File: src/hw/wics_pkg.sv
// Purpose: shared constants for the wake input and cyclic timer block
// Assumes: core clock of 200 MHz
// Notes: cycle counts derive from the printed times
package wics_pkg;

  typedef int unsigned wics_tab_t [8];

  localparam int unsigned WICS_CLK_MHZ = 200;
  localparam int unsigned WICS_CYC_PER_US = WICS_CLK_MHZ;
  localparam int unsigned WICS_CYC_PER_MS = 1000 * WICS_CYC_PER_US;

  localparam int unsigned WICS_FLT_SHORT_US = 16;
  localparam int unsigned WICS_FLT_LONG_US = 64;
  localparam int unsigned WICS_FLT_SHORT_CYC = WICS_FLT_SHORT_US * WICS_CYC_PER_US;
  localparam int unsigned WICS_FLT_LONG_CYC = WICS_FLT_LONG_US * WICS_CYC_PER_US;

  // on-time per code in microseconds, zero where the timer does not run
  localparam wics_tab_t WICS_ON_US = '{0, 100, 300, 1000, 10000, 20000, 0, 0};
  // period per code in milliseconds, code 7 reserved
  localparam wics_tab_t WICS_PER_MS = '{10, 20, 50, 100, 200, 1000, 2000, 0};

  // register addresses, 7 bits
  localparam logic [6:0] WICS_ADDR_PULL = 7'h08;
  localparam logic [6:0] WICS_ADDR_FILT = 7'h09;
  localparam logic [6:0] WICS_ADDR_TMR1 = 7'h0c;

  localparam logic [7:0] WICS_RST_PULL = 8'h00;
  localparam logic [7:0] WICS_RST_FILT = 8'h00;
  localparam logic [7:0] WICS_RST_TMR1 = 8'h00;

  // writable bits, the rest are reserved
  localparam logic [7:0] WICS_MASK_PULL = 8'h3f;
  localparam logic [7:0] WICS_MASK_FILT = 8'h3f;
  localparam logic [7:0] WICS_MASK_TMR1 = 8'h77;

  // timer field positions
  localparam int unsigned WICS_ON_LSB = 4;
  localparam int unsigned WICS_PER_LSB = 0;

  localparam logic [2:0] WICS_ON_STOP_LOW = 3'h0;
  localparam logic [2:0] WICS_ON_STOP_HIGH = 3'h6;
  localparam logic [2:0] WICS_ON_RESERVED = 3'h7;
  localparam logic [2:0] WICS_PER_RESERVED = 3'h7;
  localparam logic [2:0] WICS_HS_BY_TMR1 = 3'h2;

  localparam logic [1:0] WICS_FLT_STATIC_LONG = 2'h1;

  // frame layout: write flag, address, data
  localparam int unsigned WICS_FRAME_BITS = 16;
  localparam int unsigned WICS_HDR_BITS = 8;

  typedef enum logic [2:0] {
    WICS_SPI_IDLE = 3'b001,
    WICS_SPI_HDR = 3'b010,
    WICS_SPI_DATA = 3'b100
  } wics_spi_e;

  function automatic wics_tab_t wics_scale(wics_tab_t t, int unsigned m);
    wics_tab_t r;
    for (int i = 0; i < 8; i++) begin
      r[i] = t[i] * m;
    end
    return r;
  endfunction

endpackage

File: src/hw/wics_top.sv
// Purpose: wake pull/filter configuration and the first cyclic timer
// Assumes: spi pins synchronous to core_clk, sck half period >= 2 cycles
// Notes: frame is 16 bits msb first: write flag, 7-bit address, data
`timescale 1ns/1ps
`default_nettype none

module wics_top #(
  parameter int WK_N = 3,
  parameter int HS_N = 4,
  parameter int unsigned FLT_SHORT_CYC = wics_pkg::WICS_FLT_SHORT_CYC,
  parameter int unsigned FLT_LONG_CYC = wics_pkg::WICS_FLT_LONG_CYC,
  parameter wics_pkg::wics_tab_t ON_CYC = wics_pkg::wics_scale(wics_pkg::WICS_ON_US, wics_pkg::WICS_CYC_PER_US),
  parameter wics_pkg::wics_tab_t PER_CYC = wics_pkg::wics_scale(wics_pkg::WICS_PER_MS, wics_pkg::WICS_CYC_PER_MS)
) (
  input wire logic core_clk,
  input wire logic rstn,
  input wire logic spi_sck,
  input wire logic spi_csn,
  input wire logic spi_sdi,
  output logic spi_sdo,
  output logic spi_sdo_oe,
  input wire logic [WK_N-1:0] wake_pin,
  input wire logic [WK_N-1:0] wake_enable,
  input wire logic measurement_select,
  input wire logic timer_one_wake_enable,
  input wire logic timer_two_out,
  input wire logic restart_mode,
  input wire logic hs_clear_pulse,
  input wire logic [3*HS_N-1:0] hs_config,
  output logic [1:0] input_one_pull_select,
  output logic [1:0] input_two_pull_select,
  output logic [1:0] input_three_pull_select,
  output logic [WK_N-1:0] wake_level,
  output logic [WK_N-1:0] wake_event,
  output logic timer_one_out,
  output logic timer_one_wake,
  output logic [HS_N-1:0] high_side_output
);
  import wics_pkg::*;

  localparam int CNT_W = 32;
  localparam int FLT_W = 16;

  // spi slave
  wics_spi_e spi_st_q;
  wics_spi_e spi_st_d;
  logic sck_q;
  logic [4:0] bit_cnt_q;
  logic [15:0] rx_q;
  logic [7:0] tx_q;
  logic sdo_q;
  logic sdo_oe_q;

  logic [7:0] wake_pull_config_q;
  logic [7:0] wake_filter_config_q;
  logic [7:0] cyclic_timer_one_config_q;

  wire sck_rise = spi_sck & ~sck_q & ~spi_csn;
  wire sck_fall = ~spi_sck & sck_q & ~spi_csn;
  wire hdr_done = (spi_st_q == WICS_SPI_HDR) && (bit_cnt_q == 5'(WICS_HDR_BITS));
  wire [6:0] rd_addr = rx_q[6:0];
  wire [6:0] wr_addr = rx_q[14:8];
  wire [7:0] wr_data = rx_q[7:0];
  wire frame_full = (bit_cnt_q == 5'(WICS_FRAME_BITS));
  wire wr_stb = (spi_st_q == WICS_SPI_DATA) & spi_csn & frame_full & rx_q[15];
  wire wr_pull = wr_stb & (wr_addr == WICS_ADDR_PULL);
  wire wr_filt = wr_stb & (wr_addr == WICS_ADDR_FILT);
  wire wr_tmr = wr_stb & (wr_addr == WICS_ADDR_TMR1);

  // unmapped addresses read as zero
  wire [7:0] rd_data = (rd_addr == WICS_ADDR_PULL) ? wake_pull_config_q :
                       (rd_addr == WICS_ADDR_FILT) ? wake_filter_config_q :
                       (rd_addr == WICS_ADDR_TMR1) ? cyclic_timer_one_config_q : 8'h00;

  always_comb begin
    spi_st_d = spi_st_q;
    case (spi_st_q)
      WICS_SPI_IDLE: begin
        if (!spi_csn) begin
          spi_st_d = WICS_SPI_HDR;
        end
      end
      WICS_SPI_HDR: begin
        if (spi_csn) begin
          spi_st_d = WICS_SPI_IDLE;
        end else if (hdr_done) begin
          spi_st_d = WICS_SPI_DATA;
        end
      end
      WICS_SPI_DATA: begin
        if (spi_csn) begin
          spi_st_d = WICS_SPI_IDLE;
        end
      end
      default: spi_st_d = WICS_SPI_IDLE;
    endcase
  end

  always_ff @(posedge core_clk) begin
    if (!rstn) begin
      spi_st_q <= WICS_SPI_IDLE;
      sck_q <= 1'b0;
      bit_cnt_q <= 5'h00;
      rx_q <= 16'h0000;
    end else begin
      spi_st_q <= spi_st_d;
      sck_q <= spi_sck;
      bit_cnt_q <= (spi_st_q == WICS_SPI_IDLE) ? 5'h00 :
                   (sck_rise && !frame_full) ? bit_cnt_q + 5'h01 : bit_cnt_q;
      rx_q <= sck_rise ? {rx_q[14:0], spi_sdi} : rx_q;
    end
  end

  // read data goes out on falling edges after the header
  always_ff @(posedge core_clk) begin
    if (!rstn) begin
      tx_q <= 8'h00;
      sdo_q <= 1'b0;
      sdo_oe_q <= 1'b0;
    end else begin
      tx_q <= hdr_done ? rd_data : (sck_fall ? {tx_q[6:0], 1'b0} : tx_q);
      sdo_q <= (sck_fall && spi_st_q == WICS_SPI_DATA) ? tx_q[7] : (spi_csn ? 1'b0 : sdo_q);
      sdo_oe_q <= ~spi_csn;
    end
  end

  assign spi_sdo = sdo_q;
  assign spi_sdo_oe = sdo_oe_q;

  // registers
  wire [2:0] on_code = cyclic_timer_one_config_q[WICS_ON_LSB +: 3];
  wire [2:0] per_code = cyclic_timer_one_config_q[WICS_PER_LSB +: 3];
  wire [WK_N-1:0] flt_cyclic;
  wire any_cyclic = |flt_cyclic;
  wire tmr_clear = restart_mode & hs_clear_pulse & any_cyclic;

  always_ff @(posedge core_clk) begin
    if (!rstn) begin
      wake_pull_config_q <= WICS_RST_PULL;
      wake_filter_config_q <= WICS_RST_FILT;
      cyclic_timer_one_config_q <= WICS_RST_TMR1;
    end else begin
      wake_pull_config_q <= wr_pull ? (wr_data & WICS_MASK_PULL) : wake_pull_config_q;
      wake_filter_config_q <= wr_filt ? (wr_data & WICS_MASK_FILT) : wake_filter_config_q;
      // hardware clear takes priority over a write in the same cycle
      cyclic_timer_one_config_q <= tmr_clear ? WICS_RST_TMR1 :
                                   (wr_tmr ? (wr_data & WICS_MASK_TMR1) : cyclic_timer_one_config_q);
    end
  end

  assign input_one_pull_select = wake_pull_config_q[1:0];
  assign input_two_pull_select = wake_pull_config_q[3:2];
  assign input_three_pull_select = wake_pull_config_q[5:4];

  // timer one
  logic [CNT_W-1:0] tmr_cnt_q;
  logic [CNT_W-1:0] tmr_cnt_d;
  logic tmr_out_q;
  logic tmr_wake_q;
  logic [HS_N-1:0] hs_q;
  logic tmr_end_q;
  logic t2_q;
  logic t2_end_q;

  wire [CNT_W-1:0] on_len = CNT_W'(ON_CYC[on_code]);
  wire [CNT_W-1:0] per_len = CNT_W'(PER_CYC[per_code]);
  // reserved codes leave the timer stopped
  wire running = (on_code != WICS_ON_STOP_LOW) && (on_code != WICS_ON_STOP_HIGH) &&
                 (on_code != WICS_ON_RESERVED) && (per_code != WICS_PER_RESERVED);
  wire per_last = (tmr_cnt_q >= per_len - CNT_W'(1));
  // any timer write restarts the period from its start
  assign tmr_cnt_d = (!running || wr_tmr || per_last) ? '0 : tmr_cnt_q + CNT_W'(1);
  wire tmr_out_d = running ? (tmr_cnt_d < on_len) : (on_code == WICS_ON_STOP_HIGH);
  wire per_start = running && (tmr_cnt_d == '0) && (wr_tmr || per_last || !tmr_out_q);
  wire tmr_wake_d = per_start & timer_one_wake_enable;
  wire tmr_end_d = running & tmr_out_q & ~tmr_out_d;

  always_ff @(posedge core_clk) begin
    if (!rstn) begin
      tmr_cnt_q <= '0;
      tmr_out_q <= 1'b0;
      tmr_wake_q <= 1'b0;
      tmr_end_q <= 1'b0;
      t2_q <= 1'b0;
      t2_end_q <= 1'b0;
    end else begin
      tmr_cnt_q <= tmr_cnt_d;
      tmr_out_q <= tmr_out_d;
      tmr_wake_q <= tmr_wake_d;
      tmr_end_q <= tmr_end_d;
      t2_q <= timer_two_out;
      t2_end_q <= t2_q & ~timer_two_out;
    end
  end

  genvar h;
  generate
    for (h = 0; h < HS_N; h++) begin : g_hs
      wire hs_d = (hs_config[3*h +: 3] == WICS_HS_BY_TMR1) & tmr_out_d;
      always_ff @(posedge core_clk) begin
        if (!rstn) begin
          hs_q[h] <= 1'b0;
        end else begin
          hs_q[h] <= hs_d;
        end
      end
    end
  endgenerate

  assign timer_one_out = tmr_out_q;
  assign timer_one_wake = tmr_wake_q;
  assign high_side_output = hs_q;

  // wake inputs
  logic [WK_N-1:0] flt_change;
  logic [WK_N-1:0] wake_evt_q;

  genvar w;
  generate
    for (w = 0; w < WK_N; w++) begin : g_wake
      wire [1:0] fsel = wake_filter_config_q[2*w +: 2];
      // code 1x senses cyclically, low bit picks the timer
      wire win = fsel[0] ? t2_q : tmr_out_q;
      wire win_end = fsel[0] ? t2_end_q : tmr_end_q;
      wire [FLT_W-1:0] thr = (fsel == WICS_FLT_STATIC_LONG) ? FLT_W'(FLT_LONG_CYC) :
                             FLT_W'(FLT_SHORT_CYC);
      wire masked = measurement_select && (w < 2);
      wire evt_d = flt_change[w] & wake_enable[w] & ~masked;
      assign flt_cyclic[w] = fsel[1];

      wics_wake_filter #(.CNT_W(FLT_W)) u_filter (
        .core_clk(core_clk),
        .rstn(rstn),
        .sample(wake_pin[w]),
        .cyclic(fsel[1]),
        .window(win),
        .window_end(win_end),
        .thresh(thr),
        .level_q(wake_level[w]),
        .change_q(flt_change[w])
      );

      always_ff @(posedge core_clk) begin
        if (!rstn) begin
          wake_evt_q[w] <= 1'b0;
        end else begin
          wake_evt_q[w] <= evt_d;
        end
      end
    end
  endgenerate

  assign wake_event = wake_evt_q;

  // each switch follows timer one or stays off
  for (genvar s = 0; s < HS_N; s++) begin : g_hs_chk

  end
endmodule
`default_nettype wire

File: src/hw/wics_wake_filter.sv
// Purpose: deglitch filter for one wake input, static or cyclic
// Assumes: thresh at least 1, pin synchronous to core_clk
// Notes: cyclic mode counts only inside the sense window
`timescale 1ns/1ps
`default_nettype none
module wics_wake_filter #(
  parameter int CNT_W = 16
) (
  input wire logic core_clk,
  input wire logic rstn,
  input wire logic sample,
  input wire logic cyclic,
  input wire logic window,
  input wire logic window_end,
  input wire logic [CNT_W-1:0] thresh,
  output logic level_q,
  output logic change_q
);
  logic [CNT_W-1:0] cnt_q;
  logic [CNT_W-1:0] cnt_d;
  wire diff = sample ^ level_q;
  wire count_en = diff & (~cyclic | window);
  wire hit = (cnt_q >= (thresh - CNT_W'(1)));
  // static: accept once the change has stood thresh cycles
  // cyclic: judge only at the end of the on-time
  wire accept = diff & (cyclic ? (window_end & hit) : hit);
  wire cnt_clr = ~diff | accept | (cyclic & window_end);

  assign cnt_d = cnt_clr ? '0 : ((count_en & ~&cnt_q) ? cnt_q + CNT_W'(1) : cnt_q);

  always_ff @(posedge core_clk) begin
    if (!rstn) begin
      cnt_q <= '0;
      level_q <= 1'b0;
      change_q <= 1'b0;
    end else begin
      cnt_q <= cnt_d;
      level_q <= accept ? sample : level_q;
      change_q <= accept;
    end
  end
endmodule
`default_nettype wire

File: config.mk
export PLATFORM = sky130hd
export DESIGN_NAME = wics_top
export DESIGN_NICKNAME = d
export VERILOG_FILES = /design/src/hw/wics_pkg.sv /design/src/hw/wics_top.sv /design/src/hw/wics_wake_filter.sv
export SDC_FILE = /design/constraint.sdc
export NUM_CORES = 1
export LEC_CHECK = 0
export BUFFER_PORTS_ARGS = -buffer_cell sky130_fd_sc_hd__clkbuf_2
export CAP_MARGIN = 10
export CORE_ASPECT_RATIO = 2
export CORE_MARGIN = 2
export CORE_UTILIZATION = 45
export DETAILED_ROUTE_END_ITERATION = 10
export GPL_TIMING_DRIVEN = 0
export PLACE_DENSITY = 0.72
export SLEW_MARGIN = 10
export SYNTH_ARGS = -nofsm -noshare
export SYNTH_HDL_FRONTEND = slang
export SYNTH_SLANG_ARGS = --single-unit
export TNS_END_PERCENT = 20
File: constraint.sdc
create_clock -name core_clk -period 9.6 [get_ports core_clk]
set_input_delay 1.92 -clock core_clk [delete_from_list [all_inputs] [get_ports core_clk]]
set_output_delay 1.92 -clock core_clk [all_outputs]
set_load 0.05 [all_outputs]
==> results summary, run 1 <==
Counting the fill cells in the layout gives 1798. Counting flops with a built-in enable in the synthesized netlist gives 0. In this run the worst hold path is classified as flip-flop to flip-flop. Synthesis produced 1044 cells. TritonCTS built the clock tree.

The final count of negative-setup-slack endpoints is 0. The worst reg2reg path startpoint is cyclic_timer_one_config_q[0]. Registers take 3020 sq um. The total via count after detailed routing is 7762. The share of post-route cells with drive strength above 1 came out at 9.80%.

The top fanout value on the critical path came out at 10. The critical path data required time is 9.93 ns. The critical path in this run is classified as flip-flop to flip-flop. The number of core rows is 72. The total wire length is 22.7 mm. The DRC violation count after routing is 0. The synthesis-to-finish area growth is 13.1%.

The cell total after placement is 1349. The fraction of registers with async set or reset after synthesis is 0%. The run finished with clean final reports.

After synthesis, the largest family of logic cells by area is simple AND/OR/NAND/NOR gates. Setup repair after global routing left no endpoint under its margin. In this run the worst setup path begins at cyclic_timer_one_config_q[0]. The count of nets left with antenna violations after detail routing is 0. The violation count after the first detailed-routing iteration came out at 295.

The achievable clock frequency came out at 147 MHz. The proportion of synthesized chip area in sequential cells is 34.5%. The count of synthesis-stage warnings from yosys is 0.

The worst setup skew after layout came out at 0.00757 ns. In the finished design, the share of the clock period the worst path needs comes to 70.8%. After synthesis, the mean cell area works out to 8.40 sq um. sky130_fd_sc_hd__dfxtp_1 takes more of the synthesized area than any other cell. The clock edge transition at the registers on the reported setup and hold paths came out at 0.06 ns. The signal arrival time at the worst endpoint is 7.13 ns. In the final layout, the multi-input gates occupy 5490 sq um. The compound-gate portion of the synthesized area came out at 11.3%. Entering global routing, the biggest net connects 17 pins. Sorting the synthesized cells by area gives the leading types as sky130_fd_sc_hd__dfxtp_1 (34%), sky130_fd_sc_hd__ha_1 (11%), sky130_fd_sc_hd__nor2_1 (6.9%), sky130_fd_sc_hd__xor2_1 (5.8%), sky130_fd_sc_hd__nand2_1 (5.4%). The floorplan die area is 20700 sq um. The number of buffer cells added on primary ports came out at 46. For this run, the number of standard cells in the final layout without fillers is 1381. The floorplan step set the die width to 103 um. The predominant post-synthesis flop cell is sky130_fd_sc_hd__dfxtp_1. The hold violation count in the final report came out at 0. The worst min-delay path startpoint is rx_q[15]. The number of buffers on the longest clock path is 2.

The worst setup path is captured at a flip-flop. The summed negative setup slack over all endpoints is 0 ns. The total core area came out at 19200 sq um. After clock tree synthesis, the repair step resized 0 gates. Yosys instantiated no cell more often than sky130_fd_sc_hd__nor2_1. For this design the ratio of total power to cell area is 136 nW/um^2.

The number of nets handed over by synthesis was 1146. The top-level I/O count is 48. The share of Yosys cell area claimed by the top area cell type came out at 34.5%. The transition time of the tightest slew-check pin is 1.17 ns. The worst setup path is launched from a flip-flop. Of the total synthesized cell area, the portion taken by AND, OR, NAND and NOR gates is 27.8%.

Sorting the synthesized cells by how often they occur yields sky130_fd_sc_hd__nor2_1 (161), sky130_fd_sc_hd__dfxtp_1 (151), sky130_fd_sc_hd__nand2_1 (127). The iteration count of the initial detailed-routing pass is 5. The number of buffers added by the clock tree synthesis step came out at 17. In the global route stage, overall resource usage came out at 22.9%. The final routed wire length divided by cell count is 16.4 um. The clock insertion delay at the later pin of the skew report is 0.44 ns.

The last weighted congestion value of the routability-driven placer is 0.936. In this run, post-CTS hold repair placed 0 buffers. The residual overflow from global routing came out at 0.

Counting every sink on the clock net gives 151. The wire length of the first global-routing pass came out at 36.9 mm. The count of cell types in the netlist came out at 72. The final layout contains 1211 nets. The vias per cell is 5.62. The max-slew violation count came to 0. The vertical extent of the die came out at 201 um.

The count of antenna diodes in the layout came out at 0. The initial utilization of the core area, before any placement, comes to 45.7%. The headroom to the max-slew limit came out at 21.0%. The setup fix buffers added after clock tree synthesis came out at 0. Max-cap violations in this run came to 0. The synthesized-area fraction occupied by adder cells came out at 10.6%. The initial antenna violation count came out at 0. The tree is rooted in a sky130_fd_sc_hd__clkbuf_16. After layout, the minimum clock period comes to 6.80 ns. The via count of the first global-routing pass came to 7793. The xor/xnor share of the synthesized area came out at 8.19%. The synthesized netlist occupies a cell area of 8770 sq um. The minimum setup slack in the final design is 2.80 ns. The depth of the CTS H-tree is 4. Before CTS, the worst setup slack after placement is 2.80 ns. The mux cell area share after synthesis came out at 4.71%. The total leakage power came out at 3.95 nW.

The post-detailed-placement half-perimeter wirelength came out at 17.4 mm. The worst ir drop on vdd is 0.177 mV. After synthesis the netlist holds a flip-flop and latch count of 151.
-- stage by stage --
step	hold WS (ns)	utilization, %	area [sq um]	power, mW
2_1_floorplan	0.432	-	8770	0.665
3_3_place_gp	0.439	48.6	9330	0.679
3_5_place_dp	0.447	48.6	9330	0.680
4_1_cts	0.455	51.7	9920	1.36
5_1_grt	0.491	51.7	9920	1.38
6_report	0.458	51.7	9920	1.35
-- placed cells by master (no fill, tap or decap), drive strengths merged, types with 3 or more instances in the layout --
| cell type | instances |
|---|---|
| a2111oi | 4 |
| a211oi | 7 |
| a21boi | 3 |
| a21o | 10 |
| a21oi | 53 |
| a31o | 3 |
| a31oi | 3 |
| a41oi | 3 |
| and2 | 9 |
| and3 | 22 |
| and4 | 18 |
| buf | 6 |
| clkbuf | 100 |
| clkinv | 4 |
| dfxtp | 151 |
| ha | 74 |
| inv | 23 |
| mux2i | 39 |
| nand2 | 127 |
| nand2b | 13 |
| nand3 | 35 |
| nand3b | 3 |
| nand4 | 31 |
| nor2 | 161 |
| nor2b | 11 |
| nor3 | 16 |
| nor3b | 5 |
| nor4 | 14 |
| nor4b | 4 |
| o2111ai | 5 |
| o211ai | 4 |
| o21a | 8 |
| o21ai | 27 |
| o22a | 4 |
| or3 | 4 |
| or4 | 3 |
| xnor2 | 24 |
| xor2 | 58 |
-- where the power goes --
part	switching (mW)	total (mW)	internal, mW
logic	0.0223	0.0341	0.0118
registers	0.00249	0.632	0.629
clock network	0.269	0.685	0.416
-- cells by family (layout without fill, tap and decap cells) --
group           Yosys count  count (layout)
buf+inv                  58             136
simple gates            486             486
mux                      41              41
xor+xnor                 82              82
fa+ha+maj                74              74
compound gates          152             152
flops                   151             151
-- critical path: stages, from the launching register on --
cell and delay, ns:
sky130_fd_sc_hd__dfxtp_1 0.44, sky130_fd_sc_hd__clkbuf_1 0.36, sky130_fd_sc_hd__inv_1 0.25, sky130_fd_sc_hd__ha_1 0.44, sky130_fd_sc_hd__nor2_1 0.12, sky130_fd_sc_hd__o21ai_0 0.12
sky130_fd_sc_hd__nor3_1 0.47, sky130_fd_sc_hd__nand2_1 0.12, sky130_fd_sc_hd__ha_1 0.32, sky130_fd_sc_hd__nand4_1 0.18, sky130_fd_sc_hd__nor4_1 0.38, sky130_fd_sc_hd__nor3b_1 0.29
sky130_fd_sc_hd__o211ai_1 0.16, sky130_fd_sc_hd__or3b_2 0.25, sky130_fd_sc_hd__clkbuf_8 0.16, sky130_fd_sc_hd__clkbuf_1 0.35, sky130_fd_sc_hd__nor2_1 0.11, sky130_fd_sc_hd__ha_1 0.32
sky130_fd_sc_hd__a21o_1 0.18, sky130_fd_sc_hd__a211o_1 0.29, sky130_fd_sc_hd__a221oi_1 0.33, sky130_fd_sc_hd__o2111ai_1 0.23, sky130_fd_sc_hd__nor3_1 0.23, sky130_fd_sc_hd__a221oi_1 0.24
sky130_fd_sc_hd__nor4b_1 0.33
-- area by class of cell --
| type | instances | area share [%] |
|---|---|---|
| plain buffers | 35 | 1.78 |
| repair buffers | 46 | 2.32 |
| flip-flops and latches | 151 | 30.5 |
| inverters | 23 | 0.870 |
| clock buffers | 25 | 5.09 |
| multi-input cells | 835 | 55.3 |
| clock inverters | 7 | 0.921 |
| well taps | 259 | 3.27 |
-- flip-flops by register name, indices dropped and copies added (netlist names), 3 cells and up --
signal                     cells
g_wake.u_filter.cnt_q         48
spi_st_q                       3
wake_pull_config_q             6
tx_q                           8
g_wake.u_filter.change_q       3
tmr_cnt_q                     32
wake_event                     3
high_side_output               4
g_wake.u_filter.level_q        3
cyclic_timer_one_config_q      6
rx_q                          16
bit_cnt_q                      5
wake_filter_config_q           6
-- routing by layer --
metal  vias up  global-route usage (%)  wire [um]
li1       3835                       -          -
met1      3656                    20.4       7900
met2       185                    44.1      12800
met3        86                    4.90        670
met4         0                    14.1       1340
met5         -                       0          0
-- worst paths after layout --
check | to | slack [ns] | cells past startpoint
worst min-delay path | rx_q[15] | 0.46 | 2
worst max-delay path | high_side_output[2] | 2.80 | 24
worst max register to register | high_side_output[2] | 2.80 | 24
worst min register to register | rx_q[15] | 0.46 | 2
No activity file was read; power rests on OpenSTA's default activity.
==> run 2, diff against run 1 <==
--- a/config.mk
+++ b/config.mk
@@ -12,7 +12,7 @@
 export CORE_UTILIZATION = 45
 export DETAILED_ROUTE_END_ITERATION = 10
 export GPL_TIMING_DRIVEN = 0
-export PLACE_DENSITY = 0.72
+export PLACE_DENSITY = 0.74
 export SLEW_MARGIN = 10
 export SYNTH_ARGS = -nofsm -noshare
 export SYNTH_HDL_FRONTEND = slang
==> constraint.sdc (replaced) <==
create_clock -name core_clk -period 5.7 [get_ports core_clk]
set_input_delay 1.14 -clock core_clk [delete_from_list [all_inputs] [get_ports core_clk]]
set_output_delay 1.14 -clock core_clk [all_outputs]
set_load 0.05 [all_outputs]
==> run 2 against run 1 <==
Net effect:
- cell count grew 0.65%
- combinational power grew 71%
- flip-flop and latch count is the same
==> results summary, run 2 (synthesized netlist as in run 1, its figures left out) <==
The transition time of the tightest slew-check pin is 0.822 ns (was 1.17 ns). The max-slew violation count is 0 (unchanged). The number of core rows came out at 72 (unchanged). The width of the die came out at 103 um (unchanged). The power density normalized to cell area came out at 230 nW/um^2 (was 136 nW/um^2). The path length in cells of the critical path is 25 (was 24). The endpoint kind of the worst setup timing path was a flip-flop (unchanged). The top fanout value on the critical path is 11 (was 10).

The via count of the first global-routing pass came out at 7899 (was 7793). The last weighted congestion value of the routability-driven placer is 0.947 (was 0.936). The vias per cell was 5.58 (was 5.62). The master of the slowest instance on the critical path is sky130_fd_sc_hd__or3b_4 (was sky130_fd_sc_hd__nor3_1). The shortest clock period the worst path allows after layout came out at 5.44 ns (was 6.80 ns). The residual overflow from global routing came to 0 (unchanged). The post-route clock period utilization is 95.4% (was 70.8%).

The most flop-heavy register was g_wake.u_filter.cnt_q (unchanged). The total chip power came out at 2.35 mW (was 1.35 mW). The commonest non-fill, non-tap cell in the layout was sky130_fd_sc_hd__nor2_1 (unchanged). The number of buffers added by the clock tree synthesis step is 17 (unchanged). The hold slack came out at 0.455 ns (was 0.458 ns). The global-route usage over all layers came out at 23.0% (was 22.9%). Result of the run: completed (unchanged). The number of buffer and inverter stages on the critical path came out at 5 (was 4). The total wire length is 22.8 mm (was 22.7 mm). The cell total after placement came out at 1349 (unchanged). The floorplan die area came out at 20700 sq um (unchanged). The non-filler instance count after layout came to 1390 (was 1381). The headroom to the max-slew limit came out at 43.8% (was 21.0%).

The critical path data required time came out at 6.05 ns (was 9.93 ns). Registers with the most flip-flops: g_wake.u_filter.cnt_q x48, tmr_cnt_q x32, rx_q x16 (unchanged). The delay of the slowest cell on the worst path came to 0.50 ns (was 0.47 ns). The achievable clock frequency came out at 184 MHz (was 147 MHz).

The layout filler cell count is 1728 (was 1798). The initial antenna violation count is 0 (unchanged). The worst slack after detailed placement is -1.01 ns (was 2.80 ns). The DRC violation count after routing is 0 (unchanged). The vertical extent of the die is 201 um (unchanged).

The number of buffers on the longest clock path was 2 (unchanged). The class of the most critical hold timing path is flip-flop to flip-flop (unchanged). The worst ir drop on vdd came out at 0.342 mV (was 0.177 mV). The flip-flop count of the largest register after layout is 48 (unchanged). The type of the worst setup path is flip-flop to flip-flop (unchanged). The post-detailed-placement half-perimeter wirelength is 17.3 mm (was 17.4 mm). The top-level I/O count is 48 (unchanged). The clock sink count is 151 (unchanged). The iteration count of the initial detailed-routing pass came out at 5 (unchanged).

The count of nets left with antenna violations after detail routing is 0 (unchanged). The final net count is 1220 (was 1211). The signal arrival time at the worst endpoint came to 5.79 ns (was 7.13 ns).

The minimum setup slack in the final design is 0.262 ns (was 2.80 ns). The wire length of the first global-routing pass came out at 37.0 mm (was 36.9 mm). The final routed wire length divided by cell count is 16.4 um (about the same). The TritonCTS clock tree is built (unchanged). The clock insertion delay at the later pin of the skew report came out at 0.44 ns (about the same). The share of post-route cells with drive strength above 1 is 13.3% (was 9.80%). The largest delay contributor family on the critical path was simple AND/OR/NAND/NOR gates (unchanged). The violation count after the first detailed-routing iteration came out at 242 (was 295).

The launching element type of the critical path is a flip-flop (unchanged). The largest net degree at the start of global routing came out at 17 (unchanged). The clock edge transition at the registers on the reported setup and hold paths came to 0.06 ns (about the same).

The number of buffer cells added on primary ports is 46 (unchanged). The depth of the CTS H-tree came out at 4 (unchanged). The number of cells on the worst reg-to-reg path came out at 25 (was 24). The number of max-capacitance violations reported is 0 (unchanged). The total leakage power was 4.06 nW (was 3.95 nW). The total via count after detailed routing came out at 7755 (was 7762). The total core area is 19200 sq um (unchanged). The initial core utilization is 45.7% (unchanged).

The buffer cell driving the clock tree root is sky130_fd_sc_hd__clkbuf_16 (unchanged). The count of antenna diodes in the layout is 0 (unchanged). The final count of negative-setup-slack endpoints is 0 (unchanged). The synthesis-to-finish area growth is 16.7% (was 13.1%).

The worst setup skew after layout was 0.00637 ns (was 0.00757 ns). Highest-count cells in the layout ignoring fill and taps: sky130_fd_sc_hd__nor2_1 (160), sky130_fd_sc_hd__dfxtp_1 (149), sky130_fd_sc_hd__nand2_1 (127) (was sky130_fd_sc_hd__nor2_1 (161), sky130_fd_sc_hd__dfxtp_1 (151), sky130_fd_sc_hd__nand2_1 (127)). The hold violation count in the final report came out at 0 (unchanged). The number of stages on the worst hold path came out at 2 (unchanged).
==> run 2: routing by layer <==
| metal | part of all wire (%) | GRT usage (%) | vias up |
|---|---|---|---|
| li1 | - | - | 3847 |
| met1 | 34 | 20.0 | 3635 |
| met2 | 56 | 44.0 | 182 |
| met3 | 3.7 | 4.69 | 91 |
| met4 | 6.5 | 16.3 | 0 |
| met5 | 0 | 0 | - |
==> run 2: where the power goes <==
group	internal (mW)	switching, mW
Combinational	0.0202	0.0382
Sequential	1.06	0.00436
Clock	0.774	0.459
==> run 2: final cells by class <==
class	count	area [sq um]	share of cell area, %
clock buffer	19	433	4.23
timing repair buffer	57	313	3.06
sequential	151	3030	29.6
tap	259	324	3.17
multi-input combinational	835	5650	55.2
buffer	33	193	1.88
inverter	23	93.8	0.917
clock inverter	13	203	1.98
==> run 2: final timing paths <==
kind / start / to / slack, ns
max reg2reg: cyclic_timer_one_config_q[0] / high_side_output[0] / 0.26
max: cyclic_timer_one_config_q[0] / high_side_output[0] / 0.26
min: rx_q[15] / rx_q[15] / 0.45
min reg2reg: rx_q[15] / rx_q[15] / 0.45
==> run 2: per-stage QoR <==
step | TNS [ns] | cell area (sq um) | util [%]
2_1_floorplan | 0 | 8770 | -
3_3_place_gp | -4.65 | 9330 | 48.6
3_5_place_dp | -5.25 | 9330 | 48.6
4_1_cts | 0 | 10100 | 52.5
5_1_grt | -0.0155 | 10200 | 53.3
6_report | 0 | 10200 | 53.3
==> run 2: repair_timing <==
item                       in CTS  in global routing
hold buffers                    0                  0
setup endpoints to repair       6                  6
resized for setup              21                 30
buffers inserted                3                  8
pin swaps                       2                 13
gates cloned                    0                  0
==> run 2: worst register-to-register path, delay by kind of cell (launching register included) <==
family                     cells  cell delay, ns
AOI/OAI and AO/OA              7            1.32
adders and majority gates      3            0.74
buffers and inverters          5            0.76
DFF                            1            0.35
and+or+nand+nor               10            2.18
==> run 3, diff against run 2 <==
--- a/config.mk
+++ b/config.mk
@@ -5,15 +5,16 @@
 export SDC_FILE = /design/constraint.sdc
 export NUM_CORES = 1
 export LEC_CHECK = 0
-export BUFFER_PORTS_ARGS = -buffer_cell sky130_fd_sc_hd__clkbuf_2
+export BUFFER_PORTS_ARGS = -buffer_cell sky130_fd_sc_hd__buf_2
 export CAP_MARGIN = 10
 export CORE_ASPECT_RATIO = 2
 export CORE_MARGIN = 2
 export CORE_UTILIZATION = 45
+export CTS_CLUSTER_SIZE = 40
 export DETAILED_ROUTE_END_ITERATION = 10
 export GPL_TIMING_DRIVEN = 0
 export PLACE_DENSITY = 0.74
-export SLEW_MARGIN = 10
+export SLEW_MARGIN = 0
 export SYNTH_ARGS = -nofsm -noshare
 export SYNTH_HDL_FRONTEND = slang
 export SYNTH_SLANG_ARGS = --single-unit
==> run 3 against run 2 <==
Net effect:
- critical path depth decreased by 2
- clock skew increased by 0.0025 ns
- die area unchanged
- combinational power about the same
- sequential power about the same
- largest power group unchanged
==> results summary, run 3 (synthesized netlist as in run 1, its figures left out) <==
The launching element type of the critical path is a flip-flop (unchanged). The final net count is 1222 (was 1220). The total core area came out at 19200 sq um (unchanged). The buffer cell driving the clock tree root is sky130_fd_sc_hd__clkbuf_16 (unchanged). The total wire length was 23.1 mm (was 22.8 mm).

The floorplan die area is 20700 sq um (unchanged). The delay of the slowest cell on the worst path is 0.40 ns (was 0.50 ns). The net switching share of the total power came out at 20.9% (was 21.3%).

The violation count after the first detailed-routing iteration is 285 (was 242). The width of the die came out at 103 um (unchanged). The number of core rows is 72 (unchanged).

The initial antenna violation count came out at 0 (unchanged). The non-filler instance count after layout came out at 1390 (unchanged). The number of buffer and inverter stages on the critical path came out at 3 (was 5). The DRC violation count after routing came out at 0 (unchanged). The initial core utilization came out at 45.7% (unchanged).

The residual overflow from global routing is 0 (unchanged). The path length in cells of the critical path is 23 (was 25). The post-detailed-placement half-perimeter wirelength came out at 17.6 mm (was 17.3 mm).

The proportion of power drawn by combinational gates is 2.5% (about the same). The worst min-delay path startpoint is rx_q[15] (unchanged). The worst ir drop on vdd is 0.274 mV (was 0.342 mV).

The commonest non-fill, non-tap cell in the layout is sky130_fd_sc_hd__nor2_1 (unchanged). The largest net degree at the start of global routing came out at 17 (unchanged). The layout filler cell count came out at 1774 (was 1728). The critical path data required time is 6.03 ns (was 6.05 ns).

The global-route usage over all layers came out at 23.1% (was 23.0%). The master of the slowest instance on the critical path is sky130_fd_sc_hd__or3_4 (was sky130_fd_sc_hd__or3b_4). The vertical extent of the die is 201 um (unchanged). The final routed wire length divided by cell count is 16.6 um (was 16.4 um). The flip-flop count of the largest register after layout is 48 (unchanged). The sequential cell fraction of total power came out at 46.1% (was 45.2%). The startpoint of the worst setup timing path is cyclic_timer_one_config_q[0] (unchanged). The depth of the CTS H-tree is 4 (unchanged). The post-route clock period utilization is 95.3% (was 95.4%). The most flop-heavy register was g_wake.u_filter.cnt_q (unchanged).

The detailed route wirelength on metal3 is 686 um (was 845 um). The post-route cell area was 10200 sq um (about the same). The capture instance of the worst register-to-register path is high_side_output[3] (was high_side_output[0]).

The last weighted congestion value of the routability-driven placer came out at 0.966 (was 0.947). The endpoint kind of the worst setup timing path is a flip-flop (unchanged). The wire length on met2 came out at 13.1 mm (was 12.8 mm).

The clock network fraction of design power came to 51.4% (was 52.4%). The post-place instance area is 9330 sq um (unchanged). The worst setup path endpoint is high_side_output[3] (was high_side_output[0]). The total via count after detailed routing came out at 7848 (was 7755).

The worst reg2reg path startpoint is cyclic_timer_one_config_q[0] (unchanged). The TritonCTS clock tree was built (unchanged). The total leakage power is 4.06 nW (about the same). The number of buffer cells added on primary ports came to 46 (unchanged).

Setup repair after global routing left no endpoint under its margin. The largest delay contributor family on the critical path is simple AND/OR/NAND/NOR gates (unchanged). The iteration count of the initial detailed-routing pass came out at 5 (unchanged). The number of buffers added by the clock tree synthesis step is 17 (unchanged). The share of post-route cells with drive strength above 1 is 12.6% (was 13.3%).

The synthesis-to-finish area growth came out at 15.8% (was 16.7%). The number of max-capacitance violations reported came to 0 (unchanged). The achievable clock frequency came out at 184 MHz (about the same). The type of the worst setup path was flip-flop to flip-flop (unchanged). The final count of negative-setup-slack endpoints is 0 (unchanged). The wire length on met1 came out at 7.75 mm (was 7.66 mm). The clock sink count is 151 (unchanged). The transition time of the tightest slew-check pin was 0.712 ns (was 0.822 ns). The internal reg-to-reg setup slack is 0.27 ns (was 0.26 ns). The class of the most critical hold timing path is flip-flop to flip-flop (unchanged). The internal cell power is 1.83 mW (was 1.85 mW).

The hold violation count in the final report came out at 0 (unchanged). The shortest clock period the worst path allows after layout is 5.43 ns (was 5.44 ns). The clock insertion delay at the later pin of the skew report came to 0.43 ns (was 0.44 ns). The top-level I/O count is 48 (unchanged). Walking the worst path, the cells encountered are buf_8 > clkinvlp_4 > ha_4 > nand4b_1 > or3_4 > nor2_1 > o21ai_0 > ha_1 > nand4_1 > nor4_2 > nor3b_2 > o211ai_1 > or3b_4 > buf_8 > nor2_1 > ha_1 > a21o_1 > a211o_1 > a221oi_2 > o2111ai_2 > nor3_2 > a221oi_4 > nor4b_2. The clock edge transition at the registers on the reported setup and hold paths is 0.06 ns (about the same).

The power density normalized to cell area was 227 nW/um^2 (was 230 nW/um^2). The hold slack came out at 0.461 ns (was 0.455 ns). The number of buffers on the longest clock path is 2 (unchanged). The number of cells on the worst reg-to-reg path came to 23 (was 25). The count of nets left with antenna violations after detail routing is 0 (unchanged). Registers with the most flip-flops: g_wake.u_filter.cnt_q x48, tmr_cnt_q x32, rx_q x16 (unchanged).

The via count of the first global-routing pass is 8003 (was 7899). The cts-stage hold buffer count is 0 (unchanged). The worst setup skew after layout came out at 0.00887 ns (was 0.00637 ns). Result of the run: completed (unchanged). The switching power is 0.482 mW (was 0.501 mW). The summed negative setup slack over all endpoints is 0 ns (unchanged).

The vias per cell came to 5.65 (was 5.58). The signal arrival time at the worst endpoint was 5.76 ns (was 5.79 ns). Highest-count cells in the layout ignoring fill and taps: sky130_fd_sc_hd__nor2_1 (161), sky130_fd_sc_hd__dfxtp_1 (149), sky130_fd_sc_hd__nand2_1 (127) (was sky130_fd_sc_hd__nor2_1 (160), sky130_fd_sc_hd__dfxtp_1 (149), sky130_fd_sc_hd__nand2_1 (127)). The wire length of the first global-routing pass came to 37.7 mm (was 37.0 mm).

The cell total after placement was 1349 (unchanged). The max-slew violation count is 0 (unchanged). The highest metal layer used by the detailed router is met4 (unchanged). The top fanout value on the critical path is 11 (unchanged). The total chip power came out at 2.31 mW (was 2.35 mW). The headroom to the max-slew limit is 52.1% (was 43.8%). The count of antenna diodes in the layout was 0 (unchanged).
## run 3: worst min path at each step
stage / cells after the start / to / slack, ns
after global placement: 2 / rx_q[8] / 0.44
after global routing: 2 / rx_q[15] / 0.48
after detailed placement: 2 / rx_q[15] / 0.45
after floorplan: 2 / rx_q[8] / 0.43
after CTS: 2 / rx_q[15] / 0.46
final: 2 / rx_q[15] / 0.46
## run 3: area by class of cell
cell class | count | area, sq um | area share [%]
buffer | 33 | 193 | 1.90
sequential | 151 | 3030 | 29.8
multi-input combinational | 835 | 5580 | 55.0
clock buffer | 20 | 457 | 4.50
tap | 259 | 324 | 3.19
timing repair buffer | 59 | 325 | 3.20
clock inverter | 10 | 153 | 1.50
inverter | 23 | 93.8 | 0.924
## run 3: power groups by stage
| stage | clock network, mW | registers, mW | logic (mW) |
|---|---|---|---|
| finish | 1.19 | 1.06 | 0.0584 |
| global placement | 0 | 1.09 | 0.0565 |
| global route | 1.25 | 1.06 | 0.0644 |
| CTS | 1.20 | 1.06 | 0.0583 |
| floorplan | 0 | 1.09 | 0.0331 |
| detailed placement | 0 | 1.09 | 0.0573 |
## run 3: worst min-delay path: stages, from the launching register on
cell and delay (ns):
sky130_fd_sc_hd__dfxtp_1 0.31, sky130_fd_sc_hd__nand2_1 0.05, sky130_fd_sc_hd__a21oi_1 0.05
## run 3: metrics by stage
step	util (%)	setup slack, ns
after floorplan	-	0.259
after global placement	48.6	-0.895
after detailed placement	48.6	-1.00
after CTS	52.5	0.0390
after global routing	52.9	0.0251
final	52.9	0.269
## run 3: metal layers
layer / vias to the layer above / GRT usage [%]
li1: 3856 / -
met3: 104 / 3.89
met5: - / 0
met4: 0 / 15.1
met1: 3702 / 20.6
met2: 186 / 44.7
## run 3: repair_timing
item | in CTS | in global routing
cloned | 0 | 0
pin swaps | 5 | 15
resized for setup | 27 | 12
setup buffers | 3 | 9
setup endpoints to repair | 6 | 5
